===== src/core/eprg_pkg.sv =====
// eprg_pkg: constants, states and carriers for the eprom read/program controller.
// assumes a 25 MHz clock; the memory pins are driven through board buffers.
package eprg_pkg;
  localparam int ADDR_W        = 19;
  localparam int DATA_W        = 8;
  localparam int CLK_MHZ       = 25;
  localparam int CLK_NS        = 40;
  localparam int ACC_NS        = 120;   // address_access_delay
  localparam int OE_NS         = 50;    // output_enable_access_delay
  localparam int FLOAT_NS      = 60;
  localparam int SETUP_US      = 1;
  localparam int HOLD_US       = 1;
  localparam int PULSE_US      = 50;
  localparam int MAX_PULSES    = 10;
  // least times round up, pulse width is nominal inside 45..105 us
  localparam int ACC_CYC       = (ACC_NS + CLK_NS - 1) / CLK_NS;
  localparam int OE_LAG_CYC    = (ACC_NS - OE_NS) / CLK_NS;
  localparam int OE_CYC        = ACC_CYC - OE_LAG_CYC + 1;
  localparam int FLOAT_CYC     = (FLOAT_NS + CLK_NS - 1) / CLK_NS;
  localparam int SETUP_CYC     = SETUP_US * CLK_MHZ;
  localparam int HOLD_CYC      = HOLD_US * CLK_MHZ;
  localparam int PULSE_CYC     = PULSE_US * CLK_MHZ;
  localparam int CNT_W         = 11;
  localparam int PCNT_W        = 4;
  localparam logic [DATA_W-1:0] ERASED_BYTE = 8'hff;

  typedef enum logic [3:0] {
    EPRG_IDLE   = 4'h0,
    EPRG_RSEL   = 4'h1,
    EPRG_ROE    = 4'h3,
    EPRG_RDONE  = 4'h2,
    EPRG_PSET   = 4'h6,
    EPRG_PPULSE = 4'h7,
    EPRG_PHOLD  = 4'h5,
    EPRG_VOE    = 4'h4,
    EPRG_VCHK   = 4'hc,
    EPRG_FLOAT  = 4'hd
  } eprg_state_t;

  typedef struct packed {
    logic              chip_select_program_n;
    logic              output_enable_n;
    logic              vpp_on;
    logic [ADDR_W-1:0] addr;
  } eprg_pins_t;

  typedef struct packed {
    logic              done;
    logic              ok;
    logic              fail;
    logic [DATA_W-1:0] data;
  } eprg_resp_t;
endpackage


===== src/core/eprg_ctrl.sv =====
// eprg_ctrl: host side controller for a byte wide uv eprom, read and program.
// assumes byte_lines arrive from the pins unsynchronised; vpp switch obeys vpp_on.
`timescale 1ns/100ps
module eprg_ctrl
  import eprg_pkg::*;
#(
  parameter int PULSE_CYCLES = PULSE_CYC,
  parameter int MAX_TRIES    = MAX_PULSES
) (
  input  wire logic              clk,
  input  wire logic              resetn,
  input  wire logic              req,
  input  wire logic              req_write,
  input  wire logic [ADDR_W-1:0] req_addr,
  input  wire logic [DATA_W-1:0] req_data,
  output eprg_resp_t             resp,
  output logic                   busy,
  output eprg_pins_t             pins,
  input  wire logic [DATA_W-1:0] byte_lines_in,
  output logic [DATA_W-1:0]      byte_lines_out,
  output logic                   byte_lines_oe_n
);
  eprg_state_t       state_reg;
  logic [CNT_W-1:0]  cnt_reg;
  logic [PCNT_W-1:0] tries_reg;
  logic [DATA_W-1:0] sync1_reg;
  logic [DATA_W-1:0] sync2_reg;
  logic [DATA_W-1:0] wdata_reg;
  logic              write_reg;
  logic              verify_ok;
  logic              take_read;
  logic              take_write;
  logic              retry;

  localparam logic [CNT_W-1:0]  C_ACC   = CNT_W'(ACC_CYC);
  localparam logic [CNT_W-1:0]  C_OELAG = CNT_W'(OE_LAG_CYC);
  localparam logic [CNT_W-1:0]  C_OE    = CNT_W'(OE_CYC);
  localparam logic [CNT_W-1:0]  C_FLT   = CNT_W'(FLOAT_CYC);
  localparam logic [CNT_W-1:0]  C_SETUP = CNT_W'(SETUP_CYC);
  localparam logic [CNT_W-1:0]  C_HOLD  = CNT_W'(HOLD_CYC);
  localparam logic [CNT_W-1:0]  C_PULSE = CNT_W'(PULSE_CYCLES);
  localparam logic [PCNT_W-1:0] C_TRIES = PCNT_W'(MAX_TRIES);
  // two extra cycles cover the pin synchroniser on read data
  localparam logic [CNT_W-1:0]  C_SYNC  = CNT_W'(2);

  // only zero bits matter: a one in the request never needs programming
  assign verify_ok = ((sync2_reg | wdata_reg) == wdata_reg) &&
                     ((sync2_reg & ~wdata_reg) == '0);

  // request decode; a request while busy is dropped on purpose
  assign take_read  = (state_reg == EPRG_IDLE) && req && !req_write;
  assign take_write = (state_reg == EPRG_IDLE) && req && req_write;
  // another pulse only while the tries budget lasts
  assign retry      = (state_reg == EPRG_VCHK) && !verify_ok && (tries_reg != C_TRIES);

  // byte_lines_in moves with no regard to clk, so two flops before use
  always_ff @(posedge clk or negedge resetn) begin
    if (!resetn) begin
      sync1_reg <= '0;
      sync2_reg <= '0;
    end else begin
      sync1_reg <= byte_lines_in;
      sync2_reg <= sync1_reg;
    end
  end

  always_ff @(posedge clk or negedge resetn) begin
    if (!resetn) begin
      state_reg <= EPRG_IDLE;
      cnt_reg   <= '0;
      tries_reg <= '0;
      wdata_reg <= ERASED_BYTE;
      write_reg <= 1'b0;
    end else begin
      // one request at a time; the counter restarts on every state change except roe to rdone
      unique case (state_reg)
        EPRG_IDLE: begin
          // requests seen while busy never reach this state
          cnt_reg   <= '0;
          tries_reg <= '0;
          if (req) begin
            wdata_reg <= req_data;
            write_reg <= req_write;
            state_reg <= req_write ? EPRG_PSET : EPRG_RSEL;
          end
        end
        EPRG_RSEL: begin
          cnt_reg <= cnt_reg + 1'b1;
          // oe falls one lag after select, never later than access minus oe time
          if (cnt_reg == C_OELAG - 1'b1) begin
            cnt_reg   <= '0;
            state_reg <= EPRG_ROE;
          end
        end
        EPRG_ROE: begin
          cnt_reg <= cnt_reg + 1'b1;
          // two extra counts let the synchronised byte settle
          if (cnt_reg == C_OE + C_SYNC) begin
            state_reg <= EPRG_RDONE;
          end
        end
        EPRG_RDONE: begin
          // the response block captures the byte in this state
          cnt_reg   <= '0;
          state_reg <= EPRG_FLOAT;
        end
        EPRG_PSET: begin
          cnt_reg <= cnt_reg + 1'b1;
          // setup plus float time, so a retry still gets full data setup
          if (cnt_reg == C_SETUP + C_FLT) begin
            cnt_reg   <= '0;
            tries_reg <= tries_reg + 1'b1;
            state_reg <= EPRG_PPULSE;
          end
        end
        EPRG_PPULSE: begin
          cnt_reg <= cnt_reg + 1'b1;
          if (cnt_reg == C_PULSE - 1'b1) begin
            cnt_reg   <= '0;
            state_reg <= EPRG_PHOLD;
          end
        end
        EPRG_PHOLD: begin
          cnt_reg <= cnt_reg + 1'b1;
          // data stays driven through the hold, then oe falls for verify
          if (cnt_reg == C_HOLD) begin
            cnt_reg   <= '0;
            state_reg <= EPRG_VOE;
          end
        end
        EPRG_VOE: begin
          cnt_reg <= cnt_reg + 1'b1;
          // verify waits the full access time plus the synchroniser
          if (cnt_reg == C_ACC + C_SYNC) begin
            cnt_reg   <= '0;
            state_reg <= EPRG_VCHK;
          end
        end
        EPRG_VCHK: begin
          cnt_reg <= '0;
          // a failed verify with tries left goes round again, vpp still on
          if (!retry) begin
            state_reg <= EPRG_FLOAT;
          end else begin
            state_reg <= EPRG_PSET;
          end
        end
        EPRG_FLOAT: begin
          cnt_reg <= cnt_reg + 1'b1;
          // the part may still drive the lines for the float time after oe rises
          if (cnt_reg == C_FLT) begin
            cnt_reg   <= '0;
            state_reg <= EPRG_IDLE;
          end
        end
        default: state_reg <= EPRG_IDLE;
      endcase
    end
  end

  // pins: select high from reset on, so vpp never rises under a low select
  always_ff @(posedge clk or negedge resetn) begin
    if (!resetn) begin
      pins.chip_select_program_n <= 1'b1;
      pins.output_enable_n       <= 1'b1;
      pins.vpp_on                <= 1'b0;
      pins.addr                  <= '0;
      byte_lines_out             <= '0;
      byte_lines_oe_n            <= 1'b1;
    end else begin
      // address and data load once per request and stay put through every retry
      if (take_read || take_write) begin
        pins.addr      <= req_addr;
        byte_lines_out <= req_data;
      end
      // select is per device; oe acts as the shared read strobe
      pins.chip_select_program_n <= !(take_read ||
                                      state_reg == EPRG_RSEL || state_reg == EPRG_ROE ||
                                      state_reg == EPRG_PPULSE);
      pins.output_enable_n <= !(state_reg == EPRG_ROE ||
                                (state_reg == EPRG_RSEL && cnt_reg == C_OELAG - 1'b1) ||
                                (state_reg == EPRG_PHOLD && cnt_reg == C_HOLD) ||
                                state_reg == EPRG_VOE);
      // vpp stays on across retries, so the supply does not cycle per pulse
      pins.vpp_on <= take_write ||
                     state_reg == EPRG_PSET || state_reg == EPRG_PPULSE ||
                     state_reg == EPRG_PHOLD || state_reg == EPRG_VOE ||
                     retry;
      // data drives only while oe is high; on a retry it waits out the float
      // time of the verify read, so the part and the controller never fight
      byte_lines_oe_n <= !(take_write || state_reg == EPRG_PPULSE ||
                           (state_reg == EPRG_PSET && (tries_reg == '0 || cnt_reg >= C_FLT)) ||
                           (state_reg == EPRG_PHOLD && cnt_reg != C_HOLD));
    end
  end

  always_ff @(posedge clk or negedge resetn) begin
    if (!resetn) begin
      resp <= '0;
      busy <= 1'b0;
    end else begin
      busy      <= (state_reg != EPRG_IDLE) || req;
      // done, ok and fail pulse one cycle; data holds to the next done
      resp.done <= 1'b0;
      resp.ok   <= 1'b0;
      resp.fail <= 1'b0;
      if (state_reg == EPRG_RDONE) begin
        resp.done <= 1'b1;
        resp.ok   <= 1'b1;
        resp.data <= sync2_reg;
      end
      if (state_reg == EPRG_VCHK && !retry) begin
        resp.done <= 1'b1;
        resp.ok   <= verify_ok;
        resp.fail <= !verify_ok;
        resp.data <= sync2_reg;
      end
    end
  end
endmodule // eprg_ctrl


===== config.mk =====
export PLATFORM = sky130hd
export DESIGN_NAME = eprg_ctrl
export DESIGN_NICKNAME = d
export VERILOG_FILES = /design/src/core/eprg_pkg.sv /design/src/core/eprg_ctrl.sv
export SDC_FILE = /design/constraint.sdc
export NUM_CORES = 1
export LEC_CHECK = 0
export ABC_AREA = 1
export BUFFER_PORTS_ARGS = -buffer_cell sky130_fd_sc_hd__buf_2
export CORE_ASPECT_RATIO = 1.1
export CORE_UTILIZATION = 56
export DETAILED_ROUTE_END_ITERATION = 7
export PLACE_DENSITY = 0.92
export SYNTH_ARGS = -nofsm -noshare
export SYNTH_HDL_FRONTEND = slang
export SYNTH_SLANG_ARGS = --single-unit

===== constraint.sdc =====
create_clock -name clk -period 3.5 [get_ports clk]
set_clock_uncertainty 0.15 [all_clocks]
set_input_delay 0.525 -clock clk [delete_from_list [all_inputs] [get_ports clk]]
set_output_delay 0.525 -clock clk [all_outputs]
set_load 0.02 [all_outputs]

=== Yosys cells after proc, flatten, opt, wreduce, memory -nomap -nowiden ===
Cells that the tools add are included.

* $add $sub $neg: 2
* Order comparisons: 1
* Equality and inequality tests: 25
* Muxes and demuxes: 23
* Bitwise operators: 3
* Reduce and logical (&&, ||, !) cells: 46

{| class="wikitable"
|+ Operator list
! kind !! count
|-
| 11-bit one-hot mux with 8 select lines || 1
|-
| 11-bit two-way mux || 7
|-
| 4-bit two-way mux || 10
|-
| 4-bit one-hot mux with 10 select lines || 1
|-
| 11-bit by 5-bit == test with 1-bit output (second input constant) || 2
|-
| 1-bit logical OR || 17
|-
| 4-bit by 3-bit == test with 1-bit output (second input constant) || 4
|-
| 2-bit inequality test (second input constant) || 8
|-
| 11-bit by 1-bit adder with 11-bit output (second input constant) || 1
|-
| 11-bit == test (second input constant) || 1
|-
| 11-bit by 2-bit == test with 1-bit output (second input constant) || 1
|-
| 11-bit by 3-bit == test with 1-bit output (second input constant) || 1
|-
| 11-bit by 2-bit >= comparator with 1-bit output (second input constant) || 1
|-
| 1-bit logical AND || 11
|-
| 11-bit logical NOT || 1
|-
| 11-bit by 5-bit inequality test with 1-bit output (second input constant) || 1
|-
| 8-bit bitwise AND || 1
|-
| 4-bit by 2-bit == test with 1-bit output (second input constant) || 2
|-
| 4-bit == test (second input constant) || 2
|-
| 8-bit == test || 1
|-
| 4-bit logical NOT || 2
|-
| 8-bit logical NOT || 1
|-
| 8-bit two-way mux || 1
|-
| 8-bit NOT || 1
|-
| 14 further kinds || 21
|}

* Flip-flop bits (word level): 86
* Input port bits: 39
* Output and inout bits: 43

=== Depth between registers and ports, before layout ===
* Word-level depth: 10
* Depth in mapped cells: 12
* Depth with buffers taken out: 12

=== Worst setup path before layout ===
No wires, ideal clock.

* Path kind: register to register
* From: reg cnt_reg[1]
* To: reg cnt_reg[2]
* Setup time: 0.123 ns
* Arrival time: 1.362 ns
* Required time: 3.227 ns
* Slack: 1.864 ns
* Stages on the path, launching flop included: 12
* Buffers on the path: 0
* Cell sequence: dfrtp_1 -> inv_1 -> ha_1 -> nand3_1 -> nor2_1 -> nand2_1 -> nand2_1 -> nand2_1 -> nor2_1 -> nand2_2 -> nand2_2 -> a21oi_1

* Longest elaborated chain between the ends: 3
* Elaborated cells on any way between the ends: 14

{| class="wikitable"
|+ Ends and longest elaborated chain
! item !! RTL line !! source
|-
| start: declaration || eprg_ctrl.sv:24 || <nowiki>logic [CNT_W-1:0] cnt_reg;</nowiki>
|-
| start signal: assignment || eprg_ctrl.sv:88 || <nowiki>cnt_reg <= cnt_reg + 1'b1;</nowiki>
|-
| start signal: assignment || eprg_ctrl.sv:96 || <nowiki>cnt_reg <= cnt_reg + 1'b1;</nowiki>
|-
| start signal: assignment || eprg_ctrl.sv:108 || <nowiki>cnt_reg <= cnt_reg + 1'b1;</nowiki>
|-
| 11-bit by 1-bit adder with 11-bit output (tied with other cells) || -- ||
|-
| 11-bit two-way mux (tied with other cells) || eprg_ctrl.sv:151 || <nowiki>if (cnt_reg == C_FLT) begin</nowiki>
|-
| 11-bit one-hot mux with 8 select lines * || eprg_ctrl.sv:76 || <nowiki>unique case (state_reg)</nowiki>
|}

Mark *: on every way between the ends. The rest lies on a longest branch, timed or not.
A chain may end at the register's enable or synchronous reset.

=== Worst setup path in the final report ===
* From: reg state_reg[2]
* To: reg pins[9] (netlist name)

* Longest elaborated chain between the ends: 4
* Elaborated cells on any way between the ends: 5

{| class="wikitable"
|+ Ends and longest elaborated chain
! item !! RTL line !! source
|-
| start: declaration || eprg_ctrl.sv:23 || <nowiki>eprg_state_t state_reg;</nowiki>
|-
| start signal: assignment || eprg_ctrl.sv:84 || <nowiki>state_reg <= req_write ? EPRG_PSET : EPRG_RSEL;</nowiki>
|-
| 4-bit logical NOT * || eprg_ctrl.sv:51, eprg_ctrl.sv:52 ||
|-
| 1-bit logical AND * || eprg_ctrl.sv:51, eprg_ctrl.sv:52 ||
|-
| 1-bit logical AND (on tied branches) || eprg_ctrl.sv:51, eprg_ctrl.sv:52 ||
|-
| 1-bit logical OR * || eprg_ctrl.sv:172 || <nowiki>if (take_read || take_write) begin</nowiki>
|-
| end: declaration || eprg_ctrl.sv:18 || <nowiki>output eprg_pins_t pins,</nowiki>
|}

Marks and branches as above.

==> results.sh <==
export IMPL_finalHoldViolations=0
export IMPL_ir_worst_vdd_mv=0.569
export IMPL_holdBufCountCts=0
export IMPL_yosysSeqAreaShare=0.580
export IMPL_min_period_over_period=0.712
export IMPL_slowest_stage="nor2_4"
export IMPL_async_flop_share=1.00
export IMPL_largest_reg_flops=22
export IMPL_ios=82
export IMPL_design_area_um2=4410
export IMPL_num_nets_final=566
export IMPL_end_kind="flop"
export IMPL_dr_pass1_iters=5
export IMPL_total_leakage_power_nw=2.35
export IMPL_yosys_area_top_type_share=0.502
export IMPL_via_count=3236
export IMPL_postCtsSetupBuffers=0
export IMPL_clk_pin_slew_ns=0.10
export IMPL_maxSlewViolCount=0
export IMPL_required_ns=3.57
export IMPL_cts_made_buffers=9
export IMPL_crit_chain="nor2_1 > nand2_2 > nor2_4 > inv_2 > nand2_1 > nand2_1"
export IMPL_numPortBuffers=81
export IMPL_p_sw_frac=0.434
export IMPL_slowest_delay_ns=0.61
export IMPL_rows=30
export IMPL_avgSynthCellArea_um2=8.59
export IMPL_cts_root_buf="clkbuf_8"
export IMPL_routedWlPerCell_um=13.7
export IMPL_max_slew_margin=0.302
export IMPL_seqPwrFrac=0.401
export IMPL_worstPathMaxFanout=36
export IMPL_synth_seq_cells=86
export IMPL_tightest_slew_ns=1.05
export IMPL_min_period_ns=2.49
export IMPL_grt_pass1_vias=3011
export IMPL_power_density_nw_per_um2=870
export IMPL_die_w_um=79.9
export IMPL_drive_gt1_frac=0.234
export IMPL_holdWs_ns=0.122
export IMPL_synthDistinctLibCells=28
export IMPL_insertion_delay_ns=0.35
export IMPL_p_clk_frac=0.181
export IMPL_die_area_um2=7000
export IMPL_cap_violations=0
export IMPL_grt_start_max_net_pins=87
export IMPL_synth_top_cell_by_area="dfrtp_1"
export IMPL_cts_num_sinks=86
export IMPL_clock_fmax_mhz=402
export IMPL_place_area_um2=4210
export IMPL_antenna_found_initial=0
export IMPL_htree_levels=3
export IMPL_synth_ff_type="dfrtp_1"
export IMPL_finalNonFillerCells=605
export IMPL_start_util=0.592
export IMPL_synth_warning_count=0
export IMPL_die_h_um=87.7
export IMPL_hp_class="in2reg"
export IMPL_vias_per_cell=5.35
export IMPL_rsz0062_at_grt="false"
export IMPL_remaining_drc_errors=0
export IMPL_first_iter_violations=222
export IMPL_synthCells=435
export IMPL_grt_overflow_total=0
export IMPL_path_common_cell="nand2_1"
export IMPL_cts_resized_gates=0
export IMPL_switchingPower_mw=1.66
export IMPL_hpwl_um=5670
export IMPL_track_usage=0.256
export IMPL_arrival_ns=2.56
export IMPL_fin_setup_tns_ns=0
export IMPL_coreArea_um2=6310
export IMPL_area_delta_synth_final_pct=18.0
export IMPL_antenna_left=0
export IMPL_crit_type="reg2reg"
export IMPL_synth_edf_count=0
export IMPL_cts_tree="done"
export IMPL_wirelength_um=8260
export IMPL_syn_cell_area_um2=3740
export IMPL_grt_first_pass_wirelength_um=13600
export IMPL_gp_congestion=0.892
export IMPL_cts_buffer_depth=2
export IMPL_n_antenna_cell=0
export IMPL_syn_nets=481
export IMPL_comb_power_share=0.418
export IMPL_setup_viol=0
export IMPL_status="completed"
export IMPL_internal_power_mw=2.17
export IMPL_ys_top_cells_by_area="dfrtp_1 50%, nand2_1 17%, dfstp_2 7.7%"
export IMPL_dp_cells=589
export IMPL_start_kind="flop"
worst paths after layout:
check / from / endpoint / slack (ns) / cells past startpoint
setup / recovery: state_reg[2]$_DFFE_PN0P_ / pins[9]$_DFFE_PN0P_ / 1.01 / 6
hold / removal: byte_lines_in[2] / sync1_reg[2]$_DFF_PN0_ / 0.12 / 1
setup reg to reg: state_reg[2]$_DFFE_PN0P_ / pins[9]$_DFFE_PN0P_ / 1.01 / 6
hold reg to reg: sync1_reg[7]$_DFF_PN0_ / sync2_reg[7]$_DFF_PN0_ / 0.20 / 0
max in group asynchronous: resetn / sync2_reg[6]$_DFF_PN0_ / 2.31 / 1
min in group asynchronous: resetn / cnt_reg[4]$_DFFE_PN0P_ / 0.18 / 1
per-stage QoR:
step / utilization / setup slack (ns) / power, mW
floorplan: - / 1.86 / 2.62
global placement: 0.667 / 1.17 / 3.03
detailed placement: 0.667 / 1.06 / 3.12
CTS: 0.699 / 1.03 / 3.83
global route: 0.699 / 0.833 / 4.09
finish: 0.699 / 1.01 / 3.83
power groups by stage:
stage	Combinational [mW]	Clock, mW	Sequential [mW]
2_1_floorplan	0.815	0	1.81
3_3_place_gp	1.50	0	1.53
3_5_place_dp	1.58	0	1.54
4_1_cts	1.60	0.699	1.54
5_1_grt	1.78	0.739	1.58
6_report	1.60	0.693	1.54
cell families after synthesis:
| family | after synthesis | share of synthesized area |
|---|---|---|
| xor gates and xnor gates | 7 | 0.0164 |
| and+or+nand+nor | 255 | 0.282 |
| DFF | 86 | 0.580 |
| buffers and inverters | 44 | 0.0469 |
| AOI/OAI and AO/OA | 36 | 0.0512 |
| adders and majority gates | 7 | 0.0234 |
cell usage in the layout (no fill, tap or decap), types with 2 or more instances in the layout:
cell,netlist,final
nor2_1,31,31
inv_1,30,30
clkbuf_8,0,9
nand3_1,30,30
nand2_2,4,4
o21ai_1,3,3
o22ai_1,2,2
dfstp_2,11,11
inv_2,6,6
dfrtp_1,75,75
nor3_2,2,2
a21oi_1,15,15
clkinvlp_4,0,2
nand2_1,174,174
xor2_1,7,7
buf_2,5,80
nor2_2,2,2
ha_1,7,7
clkinv_4,0,2
o21ai_0,13,13
nor3_1,8,8
cells in the mapped netlist (2+ instances only):
| library cell | instances |
|---|---|
| o21ai_0 | 13 |
| dfstp_2 | 11 |
| nor2_2 | 2 |
| nand2_2 | 4 |
| xor2_1 | 7 |
| nor2_1 | 31 |
| dfrtp_1 | 75 |
| buf_2 | 5 |
| nor3_2 | 2 |
| nand2_1 | 174 |
| o21ai_1 | 3 |
| a21oi_1 | 15 |
| inv_2 | 6 |
| nand3_1 | 30 |
| inv_1 | 30 |
| ha_1 | 7 |
| nor3_1 | 8 |
| o22ai_1 | 2 |
routing by layer:
layer,part of all wire,track usage
met1,0.39,0.309
met2,0.53,0.446
met4,0.030,0.128
met3,0.049,0.0417
met5,0,0
layout make-up:
cell class / count / area, um^2
Fill cell: 463 / 1900
Sequential cell: 86 / 2170
Tap cell: 80 / 100
Multi-Input combinational cell: 305 / 1400
Clock buffer: 10 / 128
Timing Repair Buffer: 81 / 408
Inverter: 37 / 139
Clock inverter: 6 / 71.3
critical path, delay by kind of cell (launching register included):
| family | cells | cell delay (ns) |
|---|---|---|
| buffers and inverters | 1 | 0.41 |
| flip-flops | 1 | 0.44 |
| AND/OR/NAND/NOR | 5 | 1.35 |
Note: power is estimated with default switching activity, not from simulation.
